===== src/include/fsc_pkg.sv =====
/*
 * Shared constants of the field sensor conditioning core: register
 * indices, field layouts, telegram format and timing.
 * Assumes a 100 MHz core clock and a 10-bit signed A/D sample.
 */
package fsc_pkg;
    // Clock and telegram bit time
    localparam int CLK_PERIOD_NS = 10;
    localparam int BIT_TIME_NS   = 100000;
    localparam int BIT_CYCLES    = BIT_TIME_NS / CLK_PERIOD_NS;

    // Register indices carried in the 3-bit telegram address
    localparam logic [2:0] REG_GAIN_SHIFT = 3'h0;
    localparam logic [2:0] REG_RANGE_TC   = 3'h1;
    localparam logic [2:0] REG_PROD_LOW   = 3'h2;
    localparam logic [2:0] REG_PROD_HIGH  = 3'h3;
    localparam logic [2:0] REG_MEASURED   = 3'h4;
    localparam int         NV_REGS        = 4;

    // gain_and_shift_config fields
    localparam int GAIN_LSB  = 8;
    localparam int SHIFT_LSB = 0;
    // range_tempco_protect_config fields
    localparam int PROTECT_BIT = 15;
    localparam int ALIGN_BIT   = 14;
    localparam int QUAD_LSB    = 9;
    localparam int LIN_LSB     = 4;
    localparam int RANGE_LSB   = 0;
    localparam logic [15:0] RANGE_TC_WMASK = 16'hFFF7;

    // Telegram: start, write flag, 3 address bits, 16 data bits
    localparam int RX_BITS = 20;
    // Reply: accept flag, then 16 data bits MSB first
    localparam int TX_BITS = 17;

    // Signal path scaling
    localparam int GAIN_FRAC  = 6;
    localparam int TEMP_FRAC  = 10;
    localparam int QUAD_SHIFT = 8;
    localparam logic [9:0]  DAC_MID   = 10'h200;
    localparam logic [9:0]  DIAG_CODE = 10'h000;
    localparam logic signed [35:0] VAL_MAX = 36'sh0_0000_01FF;
    localparam logic signed [35:0] VAL_MIN = -36'sh0_0000_0200;
endpackage : fsc_pkg

===== src/hw/fsc_core.sv =====
/*
 * Field sensor conditioning core: signal path from A/D sample to D/A
 * code, customer nonvolatile registers with write protect, and the
 * command receiver on the supply line with its reply on the output pin.
 * Assumes: sys_rst marks a power cycle; the nonvolatile array keeps its
 * contents across it; A/D sample and temperature delta come from logic
 * on clk; supply line and overtemperature flag are asynchronous.
 */
`timescale 1ns/10ps
// Notes on behaviour
// - Sample passes gain, shift and temperature path and feeds the D/A code.
// - Set write protect refuses all link writes; only a factory write can clear the bit.
// - Supply-line telegram reads or writes memory; reply goes out on output pin.
// - Path or A/D overflow, or overtemperature, forces the diagnostic code.
// - Negative gain: south field raises output; positive gain inverts it.
// - Measured-value register is 16 bits, read only, 10 valid bits.
// - Measured value is signed, -512 to 511.
// - Gain 1: measured value rises for north (negative) fields.
// - Exactly four 16-bit customer nonvolatile registers.
// - First register holds 8-bit gain and 8-bit zero-field shift.
// - Gain spans -2 to 2 in steps of 1/64.
// - Gain 1, shift 0: sample 511 gives full-scale output; sample -512 overflows.
// - Zero-field shift feeds the adder and sets zero-field output.
// - Alignment 1: shift spans full scale; 0: one quarter.
// - Second register: protect, alignment, quad tempco, linear tempco, range.
// - Range select drives the A/D range, 20 mT per step.
// - Linear and quadratic tempco shape gain versus temperature.
// - Third and fourth registers hold production info, read only.
// - Protect acts after next power cycle; reads always answered.
// - Value equals minus gain times (sample minus shift), both 8-bit signed.
module fsc_core #(
    parameter int BIT_CYCLES = fsc_pkg::BIT_CYCLES
) (
    // Clock and reset
    input  wire logic               clk,
    input  wire logic               sys_rst,
    // Analog front end
    input  wire logic signed [9:0]  adc_sample,
    input  wire logic               adc_valid,
    input  wire logic               adc_overflow,
    input  wire logic signed [7:0]  temp_delta,
    input  wire logic               overtemp_async,
    output logic             [2:0]  adc_range_q,
    // D/A output stage
    output logic             [9:0]  dac_code_q,
    output logic                    diag_error_q,
    // Programming link
    input  wire logic               supply_program_line,
    output logic                    reply_bit_q,
    output logic                    reply_active_q,
    // Factory access, ignores write protect
    input  wire logic               factory_wr,
    input  wire logic        [1:0]  factory_addr,
    input  wire logic        [15:0] factory_data
);
    typedef enum logic [1:0] {FSC_IDLE, FSC_RECV, FSC_REPLY} fsc_state_e;

    function automatic logic fsc_in_range(input logic signed [35:0] v);
        return (v <= fsc_pkg::VAL_MAX) && (v >= fsc_pkg::VAL_MIN);
    endfunction : fsc_in_range

    // Nonvolatile array: no reset, it survives power cycles
    logic [15:0] nv_q [fsc_pkg::NV_REGS];
    logic        protect_live_q;
    logic        boot_q;
    logic [1:0]  line_sync_q;
    logic        line_prev_q;
    logic [1:0]  otemp_sync_q;
    fsc_state_e  state_q;
    logic [31:0] bit_tmr_q;
    logic [4:0]  bit_cnt_q;
    logic [19:0] rx_shift_q;
    logic [16:0] tx_shift_q;
    logic signed [9:0] meas_q;

    // Field views of the customer registers
    logic signed [7:0] gain;
    logic signed [7:0] shift;
    logic              align;
    logic signed [4:0] quad_tc;
    logic signed [4:0] lin_tc;
    assign gain    = nv_q[0][fsc_pkg::GAIN_LSB +: 8];
    assign shift   = nv_q[0][fsc_pkg::SHIFT_LSB +: 8];
    assign align   = nv_q[1][fsc_pkg::ALIGN_BIT];
    assign quad_tc = nv_q[1][fsc_pkg::QUAD_LSB +: 5];
    assign lin_tc  = nv_q[1][fsc_pkg::LIN_LSB +: 5];

    // Signal path, all in one cycle on adc_valid
    logic signed [11:0] shift_eff;
    logic signed [11:0] diff;
    logic signed [35:0] scaled;
    logic signed [35:0] gfac;
    logic signed [35:0] comp;
    logic               path_err;
    always_comb begin
        // Full-scale shift is the 8-bit value times four
        shift_eff = align ? {{2{shift[7]}}, shift, 2'b00}
                          : {{4{shift[7]}}, shift};
        diff   = 12'(adc_sample) - shift_eff;
        // Gain of 64 is unity: step 1/64 over -2..2
        scaled = (36'(gain) * 36'(diff)) >>> fsc_pkg::GAIN_FRAC;
        gfac   = (36'sd1 <<< fsc_pkg::TEMP_FRAC)
               + 36'(lin_tc) * 36'(temp_delta)
               + ((36'(quad_tc) * 36'(temp_delta) * 36'(temp_delta))
                  >>> fsc_pkg::QUAD_SHIFT);
        // Negated so a positive gain rises for north fields
        comp   = -((scaled * gfac) >>> fsc_pkg::TEMP_FRAC);
        path_err = !fsc_in_range(scaled) || !fsc_in_range(comp) ||
                   adc_overflow;
    end

    // Overtemperature flag crosses in through two flops
    always_ff @(posedge clk or posedge sys_rst) begin
        if (sys_rst) begin
            otemp_sync_q <= 2'b00;
        end else begin
            otemp_sync_q <= {otemp_sync_q[0], overtemp_async};
        end
    end

    // Output stage: measured value, D/A code, diagnostic band
    always_ff @(posedge clk or posedge sys_rst) begin
        if (sys_rst) begin
            meas_q       <= 10'sh000;
            dac_code_q   <= fsc_pkg::DAC_MID;
            diag_error_q <= 1'b0;
        end else begin
            if (adc_valid) begin
                meas_q       <= comp[9:0];
                diag_error_q <= path_err || otemp_sync_q[1];
                if (path_err || otemp_sync_q[1]) begin
                    dac_code_q <= fsc_pkg::DIAG_CODE;
                end else begin
                    // Offset binary: 0 field sits at mid supply
                    dac_code_q <= comp[9:0] ^ fsc_pkg::DAC_MID;
                end
            end else if (otemp_sync_q[1]) begin
                diag_error_q <= 1'b1;
                dac_code_q   <= fsc_pkg::DIAG_CODE;
            end
        end
    end

    always_ff @(posedge clk or posedge sys_rst) begin
        if (sys_rst) begin
            adc_range_q <= 3'h0;
        end else begin
            adc_range_q <= nv_q[1][fsc_pkg::RANGE_LSB +: 3];
        end
    end

    // Protect is sampled once after power-up, so a new set waits
    always_ff @(posedge clk or posedge sys_rst) begin
        if (sys_rst) begin
            boot_q         <= 1'b1;
            protect_live_q <= 1'b1;
        end else begin
            boot_q <= 1'b0;
            if (boot_q) begin
                protect_live_q <= nv_q[1][fsc_pkg::PROTECT_BIT];
            end
        end
    end

    // Supply line synchroniser and edge memory
    always_ff @(posedge clk or posedge sys_rst) begin
        if (sys_rst) begin
            line_sync_q <= 2'b11;
            line_prev_q <= 1'b1;
        end else begin
            line_sync_q <= {line_sync_q[0], supply_program_line};
            line_prev_q <= line_sync_q[1];
        end
    end

    // Decoded command at the end of reception
    logic        cmd_write;
    logic [2:0]  cmd_addr;
    logic [15:0] cmd_data;
    logic        wr_ok;
    logic        bit_tick;
    logic        rx_done;
    logic [15:0] rd_data;
    assign cmd_write = rx_shift_q[19];
    assign cmd_addr  = rx_shift_q[18:16];
    assign cmd_data  = rx_shift_q[15:0];
    assign bit_tick  = (bit_tmr_q == 32'(BIT_CYCLES - 1));
    // Decode one bit time after the last data sample, once all
    // RX_BITS bits behind the start bit have been shifted in
    assign rx_done   = state_q == FSC_RECV && bit_tick &&
                       bit_cnt_q == 5'(fsc_pkg::RX_BITS + 1);
    // Only the two configuration registers take writes, and not once
    // protected; production words and measured value are read only
    assign wr_ok = !protect_live_q &&
                   (cmd_addr == fsc_pkg::REG_GAIN_SHIFT ||
                    cmd_addr == fsc_pkg::REG_RANGE_TC);
    always_comb begin
        case (cmd_addr)
            fsc_pkg::REG_GAIN_SHIFT: rd_data = nv_q[0];
            fsc_pkg::REG_RANGE_TC:   rd_data = nv_q[1];
            fsc_pkg::REG_PROD_LOW:   rd_data = nv_q[2];
            fsc_pkg::REG_PROD_HIGH:  rd_data = nv_q[3];
            fsc_pkg::REG_MEASURED:   rd_data = 16'(meas_q);
            default:                 rd_data = 16'h0000;
        endcase
    end

    // Telegram receiver and reply sequencer
    always_ff @(posedge clk or posedge sys_rst) begin
        if (sys_rst) begin
            state_q        <= FSC_IDLE;
            bit_tmr_q      <= 32'h0000_0000;
            bit_cnt_q      <= 5'h00;
            rx_shift_q     <= 20'h0_0000;
            tx_shift_q     <= 17'h0_0000;
            reply_bit_q    <= 1'b0;
            reply_active_q <= 1'b0;
        end else begin
            case (state_q)
                FSC_IDLE: begin
                    if (line_prev_q && !line_sync_q[1]) begin
                        // First sample lands mid-bit of the start bit
                        state_q   <= FSC_RECV;
                        bit_tmr_q <= 32'(BIT_CYCLES / 2);
                        bit_cnt_q <= 5'h00;
                    end
                end
                FSC_RECV: begin
                    bit_tmr_q <= bit_tick ? 32'h0 : bit_tmr_q + 32'h1;
                    if (bit_tick) begin
                        if (bit_cnt_q == 5'h00 && line_sync_q[1]) begin
                            state_q <= FSC_IDLE;         // Glitch, no start
                        end else if (rx_done) begin
                            state_q <= FSC_REPLY;
                            bit_cnt_q <= 5'h00;
                            tx_shift_q <= {!cmd_write || wr_ok,
                                cmd_write ? cmd_data : rd_data};
                        end else begin
                            bit_cnt_q <= bit_cnt_q + 5'h01;
                            if (bit_cnt_q != 5'h00) begin
                                rx_shift_q <= {rx_shift_q[18:0],
                                               line_sync_q[1]};
                            end
                        end
                    end
                end
                FSC_REPLY: begin
                    bit_tmr_q <= bit_tick ? 32'h0 : bit_tmr_q + 32'h1;
                    if (bit_tmr_q == 32'h0) begin
                        if (bit_cnt_q == 5'(fsc_pkg::TX_BITS)) begin
                            state_q        <= FSC_IDLE;
                            reply_active_q <= 1'b0;
                            reply_bit_q    <= 1'b0;
                        end else begin
                            reply_active_q <= 1'b1;
                            reply_bit_q    <= tx_shift_q[16];
                            tx_shift_q     <= {tx_shift_q[15:0], 1'b0};
                            bit_cnt_q      <= bit_cnt_q + 5'h01;
                        end
                    end
                end
                default: state_q <= FSC_IDLE;
            endcase
        end
    end

    // Nonvolatile writes; a link write only ever sets the protect bit
    logic link_wr;
    assign link_wr = rx_done && cmd_write && wr_ok;
    always_ff @(posedge clk) begin
        if (factory_wr) begin
            nv_q[factory_addr] <= factory_data;
        end else if (link_wr) begin
            if (cmd_addr == fsc_pkg::REG_RANGE_TC) begin
                nv_q[1] <= (cmd_data & fsc_pkg::RANGE_TC_WMASK) |
                    (nv_q[1] & (16'h0001 << fsc_pkg::PROTECT_BIT));
            end else begin
                nv_q[0] <= cmd_data;
            end
        end
    end
endmodule : fsc_core


===== config.mk =====
export PLATFORM = sky130hd
export DESIGN_NAME = fsc_core
export DESIGN_NICKNAME = d
export VERILOG_FILES = /design/src/include/fsc_pkg.sv /design/src/hw/fsc_core.sv
export SDC_FILE = /design/constraint.sdc
export NUM_CORES = 1
export LEC_CHECK = 0
export ABC_AREA = 1
export BUFFER_PORTS_ARGS = -buffer_cell sky130_fd_sc_hd__buf_2
export CAP_MARGIN = 20
export CORE_UTILIZATION = 60
export DETAILED_ROUTE_END_ITERATION = 7
export GPL_TIMING_DRIVEN = 0
export PLACE_DENSITY = 0.76
export REMOVE_ABC_BUFFERS = 1
export SLEW_MARGIN = 10
export SYNTH_ARGS = -nofsm -noshare
export SYNTH_HDL_FRONTEND = slang
export SYNTH_SLANG_ARGS = --single-unit

===== constraint.sdc =====
create_clock -name clk -period 17.4 [get_ports clk]
set_input_delay 0.87 -clock clk [delete_from_list [all_inputs] [get_ports clk]]
set_output_delay 0.87 -clock clk [all_outputs]
set_load 0.03 [all_outputs]

Yosys cells after proc, flatten, opt, wreduce, memory -nomap -nowiden
Memories as Yosys holds them, arrays and structs flattened.
Cells that the tools add are included.
- memories kept: 1
- logic and storage cells: 139
- bits in read-only memories: 0
- register bits after elaboration: 109
- bits in writable memories: 64
- output and inout bits: 16
- latch bits: 0
- memories (name ; depth ; bits a word ; read ports ; clocked after memory_dff ; wr ports ; line ; source):
    nv_q ; 4 ; 16 ; 4 ; 0 ; 1 ; fsc_core.sv:63 ; logic [15:0] nv_q [fsc_pkg::NV_REGS];
- reduce and logical (&&, ||, !) cells: 37
- shifts and indexed selects: 0
- $mul: 5
- divide/modulo/power cells: 0
- $add $sub $neg: 6
- bitwise logic cells: 4
- eq/ne operators: 17
- muxes and demuxes: 49
- $lt $le $gt $ge: 4
- operator list (cell ; number):
    $mux W17 ; 5
    $pmux W16 S5 ; 1
    $mux W32 ; 2
    $pmux W32 S2 ; 1
    $mux W16 ; 3
    $ge A36 B10 Y1 const B ; 1
    $le A36 B10 Y1 const B ; 1
    $neg A18 Y36 ; 1
    $pmux W17 S2 ; 1
    $add A32 B1 Y32 const B ; 1
    $eq A32 B14 Y1 const B ; 1
    $logic_not A32 Y1 ; 1
    $reduce_or A16 Y1 ; 2
    $mux W10 ; 3
    $mux W5 ; 6
    $mul A13 B15 Y28 ; 1
    $mul A5 B8 Y13 ; 2
    $mul A13 B8 Y21 ; 1
    $mul A8 B11 Y19 ; 1
    $mux W1 ; 16
    $mux W2 ; 8
    $or A16 B16 Y16 ; 1
    $add A14 B13 Y15 ; 1
    $pmux W5 S3 ; 1
    29 further kinds ; 60

Depth between registers and ports, before layout
- depth after elaboration: 13
- mapped depth: 95
- depth with buffers taken out: 94

Least setup slack after synthesis
OpenSTA, ideal clock, no wires.
- path type: in2reg
- from: input temp_delta[2]
- to: register dac_code_q[2]
- data arrival time: 17019 ps
- path buffers: 3
- setup slack: 316 ps
- data required time: 17334 ps
- stages on the path: 87
- cell sequence: clkbuf_1 > clkbuf_1 > nand2_1 > fa_1 > fa_1 > fa_1 > inv_1 > ha_1 > nand3_1 > and2_1 > inv_1 > or2_2 > nand2_1 > inv_1 > nand2_1 > fa_1 > inv_1 > fa_1 > (+51 left out) > o21ai_0 > a21oi_1 > o21ai_0 > a21oi_1 > nand2_1 > xor2_1 > nor2_1 > nand2_1 > inv_1 > nand3_1 > nand2_1 > nand2_1 > a21oi_1 > nand3_1 > nand2_2 > buf_6 > nand3b_1 > nand2_1
- cells in the longest elaborated chain, start to end: 13
- elaborated cells on any way between the ends: 16
- those cells by class: add/sub (3); mul (4); order compare (2); mux (2); reduce/logical (5)
- RTL lines (what ; line ; source):
    start, declared ; fsc_core.sv:41 ; input wire logic signed [7:0] temp_delta,
    $mul A5 B8 Y13, on equally long branches ; fsc_core.sv:104, fsc_core.sv:103 ;
    $mul A13 B8 Y21 / $add A12 B13 Y14 (equally long branches) ; fsc_core.sv:104, fsc_core.sv:103 ;
    $add A14 B13 Y15 (*) ; fsc_core.sv:104 ; + ((36'(quad_tc) * 36'(temp_delta) * 36'(temp_delta))
    $mul A13 B15 Y28 (*) ; fsc_core.sv:107 ; comp = -((scaled * gfac) >>> fsc_pkg::TEMP_FRAC);
    $neg A18 Y36 (*) ; fsc_core.sv:107 ;
    $le A36 B10 Y1 / $ge A36 B10 Y1 (equally long branches) ; fsc_core.sv:59 ; return (v <= fsc_pkg::VAL_MAX) && (v >= fsc_pkg::VAL_MIN);
    $logic_and A1 B1 Y1 ; fsc_core.sv:59 ;
    $logic_not A1 Y1 ; fsc_core.sv:108 ; path_err = !fsc_in_range(scaled) || !fsc_in_range(comp) ||
    $logic_or A1 B1 Y1 (2 in series) ; fsc_core.sv:108 ;
    $logic_or A1 B1 Y1 ; fsc_core.sv:131 ; if (path_err || otemp_sync_q[1]) begin
    $mux W10 (*) ; fsc_core.sv:131 ;
    $mux W10 (*) ; fsc_core.sv:128 ; if (adc_valid) begin
    end signal, assigned ; fsc_core.sv:132 ; dac_code_q <= fsc_pkg::DIAG_CODE;
    end signal, assigned ; fsc_core.sv:135 ; dac_code_q <= comp[9:0] ^ fsc_pkg::DAC_MID;
    end signal, assigned ; fsc_core.sv:139 ; dac_code_q <= fsc_pkg::DIAG_CODE;
    end, declared ; fsc_core.sv:45 ; output logic [9:0] dac_code_q,
Every way passes the cells marked *; elsewhere a longest branch is shown, timed or not.
A chain may end at the register's enable or synchronous reset.

==> flow_summary.json <==
{
  "status": "completed",
  "num_vias": 21700,
  "min-delay-start": "otemp_sync_q[0]$_DFF_PP0_",
  "crit_buf_inv": 19,
  "ios": 59,
  "setup_viol": 0,
  "synth_edf_count": 63,
  "syn2layout_area_growth_pct": 11.6,
  "r2r_slack_ns": 0.31,
  "netlist_area_um2": 26200,
  "clock_skew_ns": 0.00887,
  "grt_pass1_wl_um": 110000,
  "grt_max_degree": 62,
  "clock_sinks": 173,
  "crit_path_max_fanout": 6,
  "clkSlewWorstSetupHoldPaths_ns": 0.07,
  "grt_pass1_vias": 22500,
  "avgSynthCellArea_um2": 8.02,
  "use_met2": 0.548,
  "min_period_ns": 17.09,
  "ys_types": 52,
  "rows": 76,
  "drc_errors": 0,
  "crit_path_max_incr_delay_ns": 0.64,
  "cp_top_family": "adder cells",
  "clock_tree.buffer_depth": 2,
  "overflow": 0,
  "r2r-end": "diag_error_q$_DFFE_PP0P_",
  "die_w_um": 211,
  "grtUsageTotal": 0.311,
  "yosysSeqAreaShare": 0.177,
  "r2r_start": "nv_q[1][11]$_DFFE_PP_",
  "antenna_found_initial": 2,
  "synthCells": 3272,
  "post-route-period-util": 0.982,
  "synthArstFlopShare": 0.630,
  "drv_slew": 0,
  "max_slew.worst_pin.slew_ns": 1.04,
  "io_buffers": 58,
  "fp.dieH_um": 211,
  "vias_per_cell": 5.50,
  "min_delay_path_depth": 0,
  "hold_path.class": "flop to flop",
  "gp_congestion": 0.993,
  "htree_levels": 4,
  "grt_most_used_layer": "met2",
  "drtIter0Drc": 1626,
  "clk_latency_ns": 0.44,
  "r2r_cells": 83,
  "hold_viol": 0,
  "die_area_um2": 44600,
  "worst_setup_path_start_kind": "flop",
  "ctsHoldBuffers": 0,
  "initial_core_util": 0.609,
  "ys_seq_elements": 173,
  "drtPass1Iterations": 6,
  "design_area_um2": 29300,
  "worstPathRequired_ns": 17.73,
  "nNetsFinal": 4008,
  "drt_wl_total_um": 67100,
  "core_area_um2": 43100,
  "synth-main-ff-cell": "dfrtp_1",
  "placed_cell_area_um2": 27200,
  "cts_tree": "done",
  "crit_arrival_ns": 17.42,
  "ant_nets": 0,
  "endpoint_kind": "flop",
  "final_cell_mix": "807 x inv_1, 615 x nand2_1, 391 x fa_1, 281 x nor2_1, 189 x ha_1",
  "critPathSlowestCell": "fa_2",
  "slew_headroom": 0.304,
  "max_freq_mhz": 58.5,
  "yosysWarnings": 0,
  "final_common_cell": "inv_1",
  "hold_path_end": "otemp_sync_q[1]$_DFF_PP0_",
  "clock-root-buffer": "clkbuf_16",
  "cts_buffers": 17,
  "wl_per_cell_um": 17.0,
  "use_met3": 0.0387,
  "cap_violations": 0,
  "grt_util_met1": 0.398,
  "layout-drive-gt1-share": 0.120,
  "dp_hpwl_um": 52300,
  "critical_path_class": "flop to flop"
}
-- cell families (layout without fill, tap and decap cells) --
group           Yosys count  after routing  synth area share
xor+xnor                 89             89            0.0319
flops                   173            173             0.177
buf+inv                 914           1010             0.131
simple gates           1153           1154             0.182
other cells               1              2          0.000143
fa+ha+maj               609            609             0.404
compound gates          333            333            0.0731
-- flip-flops by register name (all words and copies together), names as in the netlist, 2 cells and up --
register,cells
state_q,2
tx_shift_q,17
rx_shift_q,20
otemp_sync_q,2
nv_q,64
line_sync_q,2
dac_code_q,10
bit_cnt_q,5
meas_q,10
bit_tmr_q,32
adc_range_q,3
-- Yosys cell counts (all sizes together), types with 4 or more instances --
cell | n | area share
clkinv | 21 | 0.0030
buf | 4 | 0.0012
or2 | 19 | 0.0045
nor4 | 15 | 0.0036
o22ai | 28 | 0.0067
a21o | 4 | 0.0011
o21bai | 12 | 0.0034
nand4 | 15 | 0.0036
clkbuf | 61 | 0.0087
xor2 | 54 | 0.020
nand2 | 661 | 0.097
nand3 | 82 | 0.017
a221oi | 13 | 0.0043
fa | 398 | 0.30
dfstp | 6 | 0.0060
xnor2 | 35 | 0.012
o211ai | 10 | 0.0029
a21oi | 103 | 0.020
inv | 828 | 0.12
nor2 | 312 | 0.046
ha | 211 | 0.10
a22oi | 8 | 0.0023
o221ai | 4 | 0.0013
edfxtp | 63 | 0.072
nor3 | 38 | 0.0073
o21ai | 129 | 0.025
a31oi | 4 | 0.00095
o21a | 5 | 0.0014
nand3b | 5 | 0.0014
dfrtp | 103 | 0.098
-- layout make-up --
class | instances | area, um^2
Antenna cell | 1 | 2.50
Clock buffer | 17 | 425
Clock inverter | 15 | 175
Fill cell | 3437 | 13800
Inverter | 849 | 3220
Multi-Input combinational cell | 2186 | 19100
Sequential cell | 173 | 4650
Tap cell | 585 | 732
Timing Repair Buffer | 129 | 972
-- worst max path at each step --
stage / startpoint / endpoint / slack [ns] / cells after the start
global placement: temp_delta[0] / dac_code_q[5]$_DFFE_PP0P_ / -1.87 / 83
global route: nv_q[1][11]$_DFFE_PP_ / diag_error_q$_DFFE_PP0P_ / -0.42 / 82
finish: nv_q[1][11]$_DFFE_PP_ / diag_error_q$_DFFE_PP0P_ / 0.31 / 83
detailed placement: temp_delta[0] / diag_error_q$_DFFE_PP0P_ / -2.12 / 84
floorplan: temp_delta[0] / diag_error_q$_DFFE_PP0P_ / 0.64 / 86
CTS: temp_delta[0] / diag_error_q$_DFFE_PP0P_ / 0.008 / 84
-- worst reg2reg max path: cells and delay by family, from the launching register on --
| family | cells | cell delay, ns |
|---|---|---|
| AO/OA/AOI/OAI | 12 | 1.68 |
| XOR/XNOR | 2 | 0.24 |
| adder cells (fa/ha/maj) | 21 | 9.64 |
| buffers and inverters | 19 | 1.89 |
| flip-flops | 1 | 0.56 |
| AND/OR/NAND/NOR | 29 | 2.95 |
-- per-layer routing --
metal | vias to the layer above | wire length (um)
li1 | 10000 | -
met1 | 10700 | 26200
met2 | 875 | 34200
met3 | 137 | 4820
met4 | 2 | 1870
met5 | - | 13
-- stage by stage --
stage / hold WS (ns) / TNS [ns] / setup slack (ns) / utilization / instances
after floorplan: 0.331 / 0 / 0.638 / - / 3207
after global placement: 0.335 / -24.46 / -1.87 / 0.627 / 3850
after detailed placement: 0.336 / -28.64 / -2.12 / 0.630 / 3857
after CTS: 0.351 / 0 / 0.00779 / 0.653 / 3908
after global routing: 0.363 / -4.02 / -0.423 / 0.679 / 3954
final: 0.348 / 0 / 0.311 / 0.679 / 3955
-- repair_timing --
action | CTS | global route
gates resized for setup | 58 | 181
endpoints found under the setup margin | 18 | 15
hold endpoints to repair | 0 | 0
setup buffers | 18 | 45
gates cloned | 1 | 0
pin swaps | 12 | 83
Power is not shown: default switching activity piles up to over one toggle a cycle in this logic, so the estimate is an artifact.
